File: src/logic/csc_pkg.sv
`default_nettype none
package csc_pkg;

  localparam int ARP_W = 3;
  localparam int DP_W = 9;
  localparam int PM_W = 2;
  localparam int WORD_W = 16;
  localparam int ACC_W = 32;
  localparam int LOW7_W = 7;
  localparam int SHIFT_W = 5;

  // Status word zero field positions
  localparam int ARP_HI = 15;
  localparam int ARP_LO = 13;
  localparam int OV_BIT = 12;
  localparam int OVM_BIT = 11;
  localparam int RSV0_BIT = 10;
  localparam int GLOBAL_INT_MASK_BIT = 9;
  localparam int DP_HI = 8;
  localparam int DP_LO = 0;

  // Status word one field positions
  localparam int ARB_HI = 15;
  localparam int ARB_LO = 13;
  localparam int CNF_BIT = 12;
  localparam int TC_BIT = 11;
  localparam int SXM_BIT = 10;
  localparam int C_BIT = 9;
  localparam int RSVA_HI = 8;
  localparam int RSVA_LO = 5;
  localparam int XF_BIT = 4;
  localparam int RSVB_HI = 3;
  localparam int RSVB_LO = 2;
  localparam int PM_HI = 1;
  localparam int PM_LO = 0;

  localparam logic RSV0_ONES = 1'h1;
  localparam logic [3:0] RSVA_ONES = 4'hf;
  localparam logic [1:0] RSVB_ONES = 2'h3;

  typedef enum logic [2:0] {
    FLG_C = 3'h0,
    FLG_CNF = 3'h1,
    FLG_GLOBAL_INT_MASK = 3'h2,
    FLG_OVM = 3'h3,
    FLG_SXM = 3'h4,
    FLG_TC = 3'h5,
    FLG_XF = 3'h6
  } csc_flag_t;

  typedef enum logic [1:0] {
    PM_NONE = 2'h0,
    PM_LEFT1 = 2'h1,
    PM_LEFT4 = 2'h2,
    PM_RIGHT6 = 2'h3
  } csc_pm_t;

  localparam int PM_SHL1 = 1;
  localparam int PM_SHL4 = 4;
  localparam int PM_SHR6 = 6;

  localparam logic [31:0] ACC_POS_MAX = 32'h7fffffff;
  localparam logic [31:0] ACC_NEG_MAX = 32'h80000000;

  typedef struct packed {
    logic [2:0] aux_reg_pointer;
    logic [2:0] aux_pointer_buffer;
    logic ov;
    logic overflow_saturate_mode;
    logic global_int_mask;
    logic [8:0] dp;
    logic ram_map_select;
    logic tc;
    logic sign_ext_mode;
    logic c;
    logic xf;
    logic [1:0] pm;
  } csc_state_t;

  localparam csc_state_t STATE_RESET = '{
    aux_reg_pointer: 3'h0, aux_pointer_buffer: 3'h0, ov: 1'h0, overflow_saturate_mode: 1'h0, global_int_mask: 1'h1,
    dp: 9'h000, ram_map_select: 1'h0, tc: 1'h0, sign_ext_mode: 1'h1, c: 1'h1,
    xf: 1'h1, pm: 2'h0
  };

endpackage
`default_nettype wire

File: src/logic/csc_product_shift.sv
`timescale 1ns/1ps
`default_nettype none
module csc_product_shift
  import csc_pkg::*;
(
  input wire logic [31:0] i_product,
  input wire logic [1:0] i_mode,
  output logic [31:0] o_scaled
);

  // Pure output path; the stored product is never written back
  always_comb
  begin
    unique case (csc_pm_t'(i_mode))
      PM_NONE: o_scaled = i_product;
      PM_LEFT1: o_scaled = i_product << PM_SHL1;
      PM_LEFT4: o_scaled = i_product << PM_SHL4;
      PM_RIGHT6: o_scaled = 32'($signed(i_product) >>> PM_SHR6);
    endcase
  end

endmodule
`default_nettype wire

File: src/logic/csc_input_scaler.sv
`timescale 1ns/1ps
`default_nettype none
module csc_input_scaler
  import csc_pkg::*;
(
  input wire logic [15:0] i_data,
  input wire logic [4:0] i_shift,
  input wire logic i_sign_ext,
  output logic [31:0] o_scaled
);

  logic [31:0] extended;

  always_comb
  begin
    if (i_sign_ext)
    begin
      extended = {{WORD_W{i_data[WORD_W-1]}}, i_data};
    end
    else
    begin
      extended = {{WORD_W{1'b0}}, i_data};
    end
    o_scaled = extended << i_shift;
  end

endmodule
`default_nettype wire

File: src/logic/csc_status_regs.sv
`timescale 1ns/1ps
`default_nettype none
module csc_status_regs
  import csc_pkg::*;
(
  input wire logic i_mclk,
  input wire logic i_resetn,
  input wire logic i_lst_wr,
  input wire logic i_lst_sel,
  input wire logic [15:0] i_lst_data,
  output logic [15:0] o_status_word_zero,
  output logic [15:0] o_status_word_one,
  input wire logic i_set_control_flag_op,
  input wire logic i_clear_control_flag_op,
  input wire logic [2:0] i_flag_sel,
  input wire logic i_arp_load,
  input wire logic [2:0] i_arp_value,
  input wire logic i_dp_load,
  input wire logic [8:0] i_dp_value,
  input wire logic i_pm_load,
  input wire logic [1:0] i_pm_value,
  input wire logic i_c_load,
  input wire logic i_c_value,
  input wire logic i_arith_add,
  input wire logic i_arith_sub,
  input wire logic i_shift16,
  input wire logic i_carry_flag,
  input wire logic i_alu_ovf,
  input wire logic i_ov_clear,
  input wire logic i_bit_test,
  input wire logic i_tested_bit,
  input wire logic i_aux_compare,
  input wire logic i_compare_true,
  input wire logic i_acc_scale_detect_op_step,
  input wire logic [1:0] i_acc_msbs,
  input wire logic i_int_pending,
  input wire logic i_int_trap,
  output logic o_maskable_grant,
  input wire logic [31:0] i_acc_raw,
  input wire logic i_acc_overflow,
  input wire logic i_acc_ovf_positive,
  output logic [31:0] o_acc_result,
  input wire logic [31:0] i_product_register,
  output logic [31:0] o_product_scaled,
  input wire logic [15:0] i_mem_data,
  input wire logic [4:0] i_mem_shift,
  input wire logic i_add_no_sign_ext,
  output logic [31:0] o_mem_scaled,
  input wire logic [6:0] i_instr_low7,
  output logic [15:0] o_direct_addr,
  output logic [2:0] o_aux_reg_pointer,
  output logic o_ram_map_select,
  output logic o_external_flag_out
);

  csc_state_t state;
  csc_state_t next_state;
  logic bit_val;

  always_comb
  begin
    next_state = state;
    bit_val = i_set_control_flag_op;
    if (i_lst_wr)
    begin
      if (!i_lst_sel)
      begin
        // Mask bit deliberately not loaded
        next_state.aux_reg_pointer = i_lst_data[ARP_HI:ARP_LO];
        next_state.ov = i_lst_data[OV_BIT];
        next_state.overflow_saturate_mode = i_lst_data[OVM_BIT];
        next_state.dp = i_lst_data[DP_HI:DP_LO];
      end
      else
      begin
        next_state.aux_pointer_buffer = i_lst_data[ARB_HI:ARB_LO];
        next_state.aux_reg_pointer = i_lst_data[ARB_HI:ARB_LO];
        next_state.ram_map_select = i_lst_data[CNF_BIT];
        next_state.tc = i_lst_data[TC_BIT];
        next_state.sign_ext_mode = i_lst_data[SXM_BIT];
        next_state.c = i_lst_data[C_BIT];
        next_state.xf = i_lst_data[XF_BIT];
        next_state.pm = i_lst_data[PM_HI:PM_LO];
      end
    end
    if (i_set_control_flag_op || i_clear_control_flag_op)
    begin
      unique case (csc_flag_t'(i_flag_sel))
        FLG_C: next_state.c = bit_val;
        FLG_CNF: next_state.ram_map_select = bit_val;
        FLG_GLOBAL_INT_MASK: next_state.global_int_mask = bit_val;
        FLG_OVM: next_state.overflow_saturate_mode = bit_val;
        FLG_SXM: next_state.sign_ext_mode = bit_val;
        FLG_TC: next_state.tc = bit_val;
        FLG_XF: next_state.xf = bit_val;
        default: next_state = next_state;
      endcase
    end
    if (i_arp_load)
    begin
      next_state.aux_pointer_buffer = state.aux_reg_pointer;
      next_state.aux_reg_pointer = i_arp_value;
    end
    if (i_dp_load)
    begin
      next_state.dp = i_dp_value;
    end
    if (i_pm_load)
    begin
      next_state.pm = i_pm_value;
    end
    if (i_c_load)
    begin
      next_state.c = i_c_value;
    end
    // Hardware events last so a set beats a same-cycle clear
    if (i_ov_clear)
    begin
      next_state.ov = 1'b0;
    end
    if (i_alu_ovf)
    begin
      next_state.ov = 1'b1;
    end
    if (i_arith_add)
    begin
      if (!i_shift16)
      begin
        next_state.c = i_carry_flag;
      end
      else if (i_carry_flag)
      begin
        next_state.c = 1'b1;
      end
    end
    else if (i_arith_sub)
    begin
      if (!i_shift16)
      begin
        next_state.c = ~i_carry_flag;
      end
      else if (i_carry_flag)
      begin
        next_state.c = 1'b0;
      end
    end
    if (i_bit_test)
    begin
      next_state.tc = i_tested_bit;
    end
    if (i_aux_compare)
    begin
      next_state.tc = i_compare_true;
    end
    if (i_acc_scale_detect_op_step)
    begin
      next_state.tc = ^i_acc_msbs;
    end
    if (i_int_trap)
    begin
      next_state.global_int_mask = 1'b1;
    end
  end

  always_ff @(posedge i_mclk or negedge i_resetn)
  begin
    if (!i_resetn)
    begin
      state <= STATE_RESET;
    end
    else
    begin
      state <= next_state;
    end
  end

  always_comb
  begin
    o_status_word_zero = {state.aux_reg_pointer, state.ov, state.overflow_saturate_mode, RSV0_ONES,
                          state.global_int_mask, state.dp};
    o_status_word_one = {state.aux_pointer_buffer, state.ram_map_select, state.tc, state.sign_ext_mode,
                         state.c, RSVA_ONES, state.xf, RSVB_ONES,
                         state.pm};
  end

  assign o_aux_reg_pointer = state.aux_reg_pointer;
  assign o_ram_map_select = state.ram_map_select;
  assign o_external_flag_out = state.xf;
  assign o_direct_addr = {state.dp, i_instr_low7};
  assign o_maskable_grant = i_int_pending & ~state.global_int_mask;

  always_comb
  begin
    if (state.overflow_saturate_mode && i_acc_overflow)
    begin
      o_acc_result = i_acc_ovf_positive ? ACC_POS_MAX : ACC_NEG_MAX;
    end
    else
    begin
      o_acc_result = i_acc_raw;
    end
  end

  csc_product_shift u_pshift (
    .i_product(i_product_register),
    .i_mode(state.pm),
    .o_scaled(o_product_scaled)
  );

  csc_input_scaler u_iscale (
    .i_data(i_mem_data),
    .i_shift(i_mem_shift),
    .i_sign_ext(state.sign_ext_mode & ~i_add_no_sign_ext),
    .o_scaled(o_mem_scaled)
  );
endmodule
`default_nettype wire

File: config.mk
export PLATFORM = sky130hd
export DESIGN_NAME = csc_status_regs
export DESIGN_NICKNAME = d
export VERILOG_FILES = /design/src/logic/csc_pkg.sv /design/src/logic/csc_product_shift.sv /design/src/logic/csc_input_scaler.sv /design/src/logic/csc_status_regs.sv
export SDC_FILE = /design/constraint.sdc
export NUM_CORES = 1
export LEC_CHECK = 0
export ABC_AREA = 1
export BUFFER_PORTS_ARGS = -buffer_cell sky130_fd_sc_hd__buf_4
export CAP_MARGIN = 30
export CELL_PAD_IN_SITES_DETAIL_PLACEMENT = 0
export CELL_PAD_IN_SITES_GLOBAL_PLACEMENT = 1
export CORE_ASPECT_RATIO = 1.2
export CORE_UTILIZATION = 22
export CTS_CLUSTER_DIAMETER = 100
export DETAILED_ROUTE_END_ITERATION = 12
export GPL_TIMING_DRIVEN = 0
export PLACE_DENSITY_LB_ADDON = 0.12
export SYNTH_ARGS = -nofsm -noshare
export SYNTH_HDL_FRONTEND = slang
export SYNTH_SLANG_ARGS = --single-unit
File: constraint.sdc
create_clock -name i_mclk -period 1.93 [get_ports i_mclk]
set_clock_uncertainty 0.2 [all_clocks]
set_input_delay 0.4825 -clock i_mclk [delete_from_list [all_inputs] [get_ports i_mclk]]
set_output_delay 0.4825 -clock i_mclk [all_outputs]
set_load 0.02 [all_outputs]
==> flow_summary_export.csv <==
group,metric,value,unit
synthesis,synth_top_family_by_area,"simple AND/OR/NAND/NOR gates",
cts,clock_path_buffers,2,
synthesis,syn_inst,687,
timing,setup-violations-final,95,
pwr,power.total,4.44,mW
drt,ant_nets,0,
worst_setup_path,r2r-start,"o_status_word_one[1]",
worst_setup_path,cp_cell_sequence,"buf_6 -> nor2_4 -> clkinv_4 -> clkbuf_16 -> o21ai_4 -> buf_6",
timing,finalCriticalPeriod,2.33,ns
worst_setup_path,critPathTopFamily,"buffers and inverters",
drt,vias,5981,
place,place_congestion,0.838,
cts,cts_tree,"yes",
floorplan,core,16400,sq um
global_routing,grt.total_usage,0.214,
cts,numCtsBuffers,3,
final_layout,fin_nets,1201,
synthesis,synth_top_area_frac,0.273,
worst_setup_path,start_kind,"register",
floorplan,die_w,121,um
final_layout,final_common_cell,"buf_4",
synthesis,post_synth_num_cell_types,40,
worst_setup_path,cpMostUsedCell,"buf_6",
pwr,power.density,487,nW/um^2
worst_setup_path,max_stage_delay,0.46,ns
timing,drv_slew,0,
pwr,p_leak,4.54,nW
run_status,failed_checks,"setup timing",
drt,via_per_inst,4.75,
hold_path,min_to,"o_status_word_zero[12]",
place,io_buffers,286,
global_routing,grt_pass1_wl,29800,um
synthesis,synthAdderAreaFrac,0,
drt,drt_iter0_drc,260,
worst_setup_path,path_max_fanout,8,
cts,path_clk_slew,0.07,ns
synthesis,synth_area,3730,sq um
run,cap_violations,0,
worst_setup_path,arrival,1.65,ns
hold_path,whs_path_depth,2,
worst_setup_path,cp.required,1.25,ns
timing,fmax,428,MHz
floorplan,die-area,17500,sq um
global_routing,antenna_found_initial,0,
final_layout,diodes,0,
cts,cts_root_buffer,"clkbuf_16",
synthesis,ys_ff_latch,25,
timing,setup_slack,-0.405,ns
worst_setup_path,worstSetupEndpointType,"output port",
synthesis,yosys.area_share.simple,0.472,
hold_path,hold_path.startpoint,"i_ov_clear",
drt,routedWlPerCell,15.9,um
place,pre_cts_slack,-0.645,ns
global_routing,overflow,0,
timing,hold_viol_final,0,
synthesis,synth_area_leaders,"nand2_1, dfrtp_1, nand3_1, buf_4, inv_1",
global_routing,grt_max_degree,26,
floorplan,rows,51,
hold_path,hold_class,"in2reg",
synthesis,seq_area_frac_synth,0.169,
global_routing,grt_pass1_vias,5997,
drt,drc_errors,0,
worst_setup_path,path_buf_inv,4,
floorplan,die_h,145,um
timing,rsz0062_at_grt,"true",
synthesis,synth_compound_area_frac,0.184,
cts,htree_levels,1,
floorplan,ios,304,
final_layout,post-route-util,0.555,
synthesis,synthXorXnorAreaFrac,0.00235,
synthesis,avgSynthCellArea,5.43,sq um
final_layout,mostFrequentLayoutCells,"buf_4, nand2_1, buf_6",
drt,wl,20000,um
run_status,status,"finished, violations left",
final_layout,fill_cells,1606,
floorplan,floorplan.initialDensity,0.227,
worst_setup_path,cpMaxStageDelayCell,"dfrtp_2",
synthesis,muxShareOfSynthArea,0.00604,
worst_setup_path,ff2ff_setup_slack,0.58,ns
pwr,peakVddDrop,0.392,mV
cts,clock_latency,0.26,ns
final_layout,drive_gt1_frac,0.640,
drt,firstDrtPassIters,4,
final_layout,area_growth,144,%
timing,fin_crit_sh,1.21,
worst_setup_path,r2r_cells,3,
timing,tns,-21.53,ns
worst_setup_path,r2r-end,"o_status_word_one[1]",
synthesis,synth_top_cell_by_area,"nand2_1",
place,hpwl,14900,um
cts,cts.sinks,25,
worst_setup_path,worstSetupPathType,"reg2out",
synthesis,ys_warn_count,0,
[worst reg2reg max path, stage by stage, from the launching register on]
cell and delay, ns:
dfrtp_2 0.48, inv_2 0.08, buf_4 0.13, o311ai_0 0.34
[worst max path at each step]
stage                         start                    to  slack (ns)  cells after the start
2_1_floorplan        i_mem_shift[1]      o_mem_scaled[19]       -0.11                      8
6_report       o_status_word_one[0]  o_product_scaled[26]       -0.40                      6
4_1_cts        o_status_word_one[1]  o_product_scaled[20]       -0.37                      8
3_5_place_dp         i_mem_shift[3]       o_mem_scaled[9]       -0.65                      7
3_3_place_gp         i_mem_shift[3]       o_mem_scaled[9]       -0.58                      7
5_1_grt              i_mem_shift[0]      o_mem_scaled[26]       -0.47                     11
[state kept, by name, indices dropped and copies added (netlist names)]
signal,count
o_external_flag_out,1
o_status_word_zero,3
o_direct_addr,9
o_ram_map_select,1
o_aux_reg_pointer,3
o_status_word_one,8
[repair_timing]
item / 4_1_cts / 5_1_grt
setup buffers: 36 / 14
endpoints found under the hold margin: 21 / 0
gates resized for setup: 308 / 135
pin swaps: 61 / 48
hold buffers: 1 / 0
setup endpoints to repair: 96 / 96
gates cloned: 10 / 3
[cells by family after synthesis]
logic type                after synthesis
DFF                                    25
muxes                                   2
buffers and inverters                 128
xor gates and xnor gates                1
AOI/OAI and AO/OA                     110
other                                   1
and+or+nand+nor                       420
[cell usage after synthesis]
cell / instances
and2_1: 1
nor3_1: 1
a221oi_1: 1
dfstp_2: 4
a22o_1: 1
nor2_1: 32
buf_6: 1
o21a_1: 2
o21ai_1: 8
clkbuf_1: 9
o21ai_0: 33
o31ai_1: 1
nand4_1: 7
buf_1: 7
a22oi_1: 1
nand2_2: 2
inv_4: 1
o22ai_1: 6
o311ai_1: 1
buf_2: 13
xor2_1: 1
buf_4: 30
inv_2: 6
o311ai_0: 2
dfrtp_1: 21
conb_1: 1
and3_1: 1
nor2_4: 3
nor2_2: 3
clkinv_1: 1
inv_1: 60
o221ai_1: 2
mux2_2: 2
nand3_1: 99
nand2_1: 271
o21ai_2: 2
o2111ai_1: 13
a21boi_1: 1
o211ai_1: 13
a21oi_1: 23
[cell type report]
type                    count  area (sq um)  share of cell area
well taps                 212           265              0.0291
inverters                  68           317              0.0348
clock buffers               3          75.1             0.00824
repair buffers            349          3260               0.358
flip-flops and latches     25           633              0.0695
multi-input cells         540          3960               0.435
clock inverters             1          5.00            0.000550
plain buffers              60           597              0.0655
[layer usage]
metal / vias to the layer above / global-route usage / share of wire
li1: 2965 / - / -
met2: 190 / 0.431 / 0.57
met3: 19 / 0.0359 / 0.058
met5: - / 0 / 0
met4: 0 / 0.0396 / 0.011
met1: 2807 / 0.231 / 0.36
[per-stage QoR]
step / hold WS, ns / cells / cell area (sq um)
after global routing: 0.200 / 1258 / 9110
after global placement: 0.214 / 1191 / 6660
final: 0.198 / 1258 / 9110
after CTS: 0.196 / 1241 / 8330
after floorplan: -0.0131 / 693 / 4250
after detailed placement: 0.215 / 1191 / 6660
[report_power, final]
group,internal [mW],switching (mW)
clock network,0.280,0.194
logic,1.60,1.72
registers,0.590,0.0609
(Power assumes the default switching activity.)
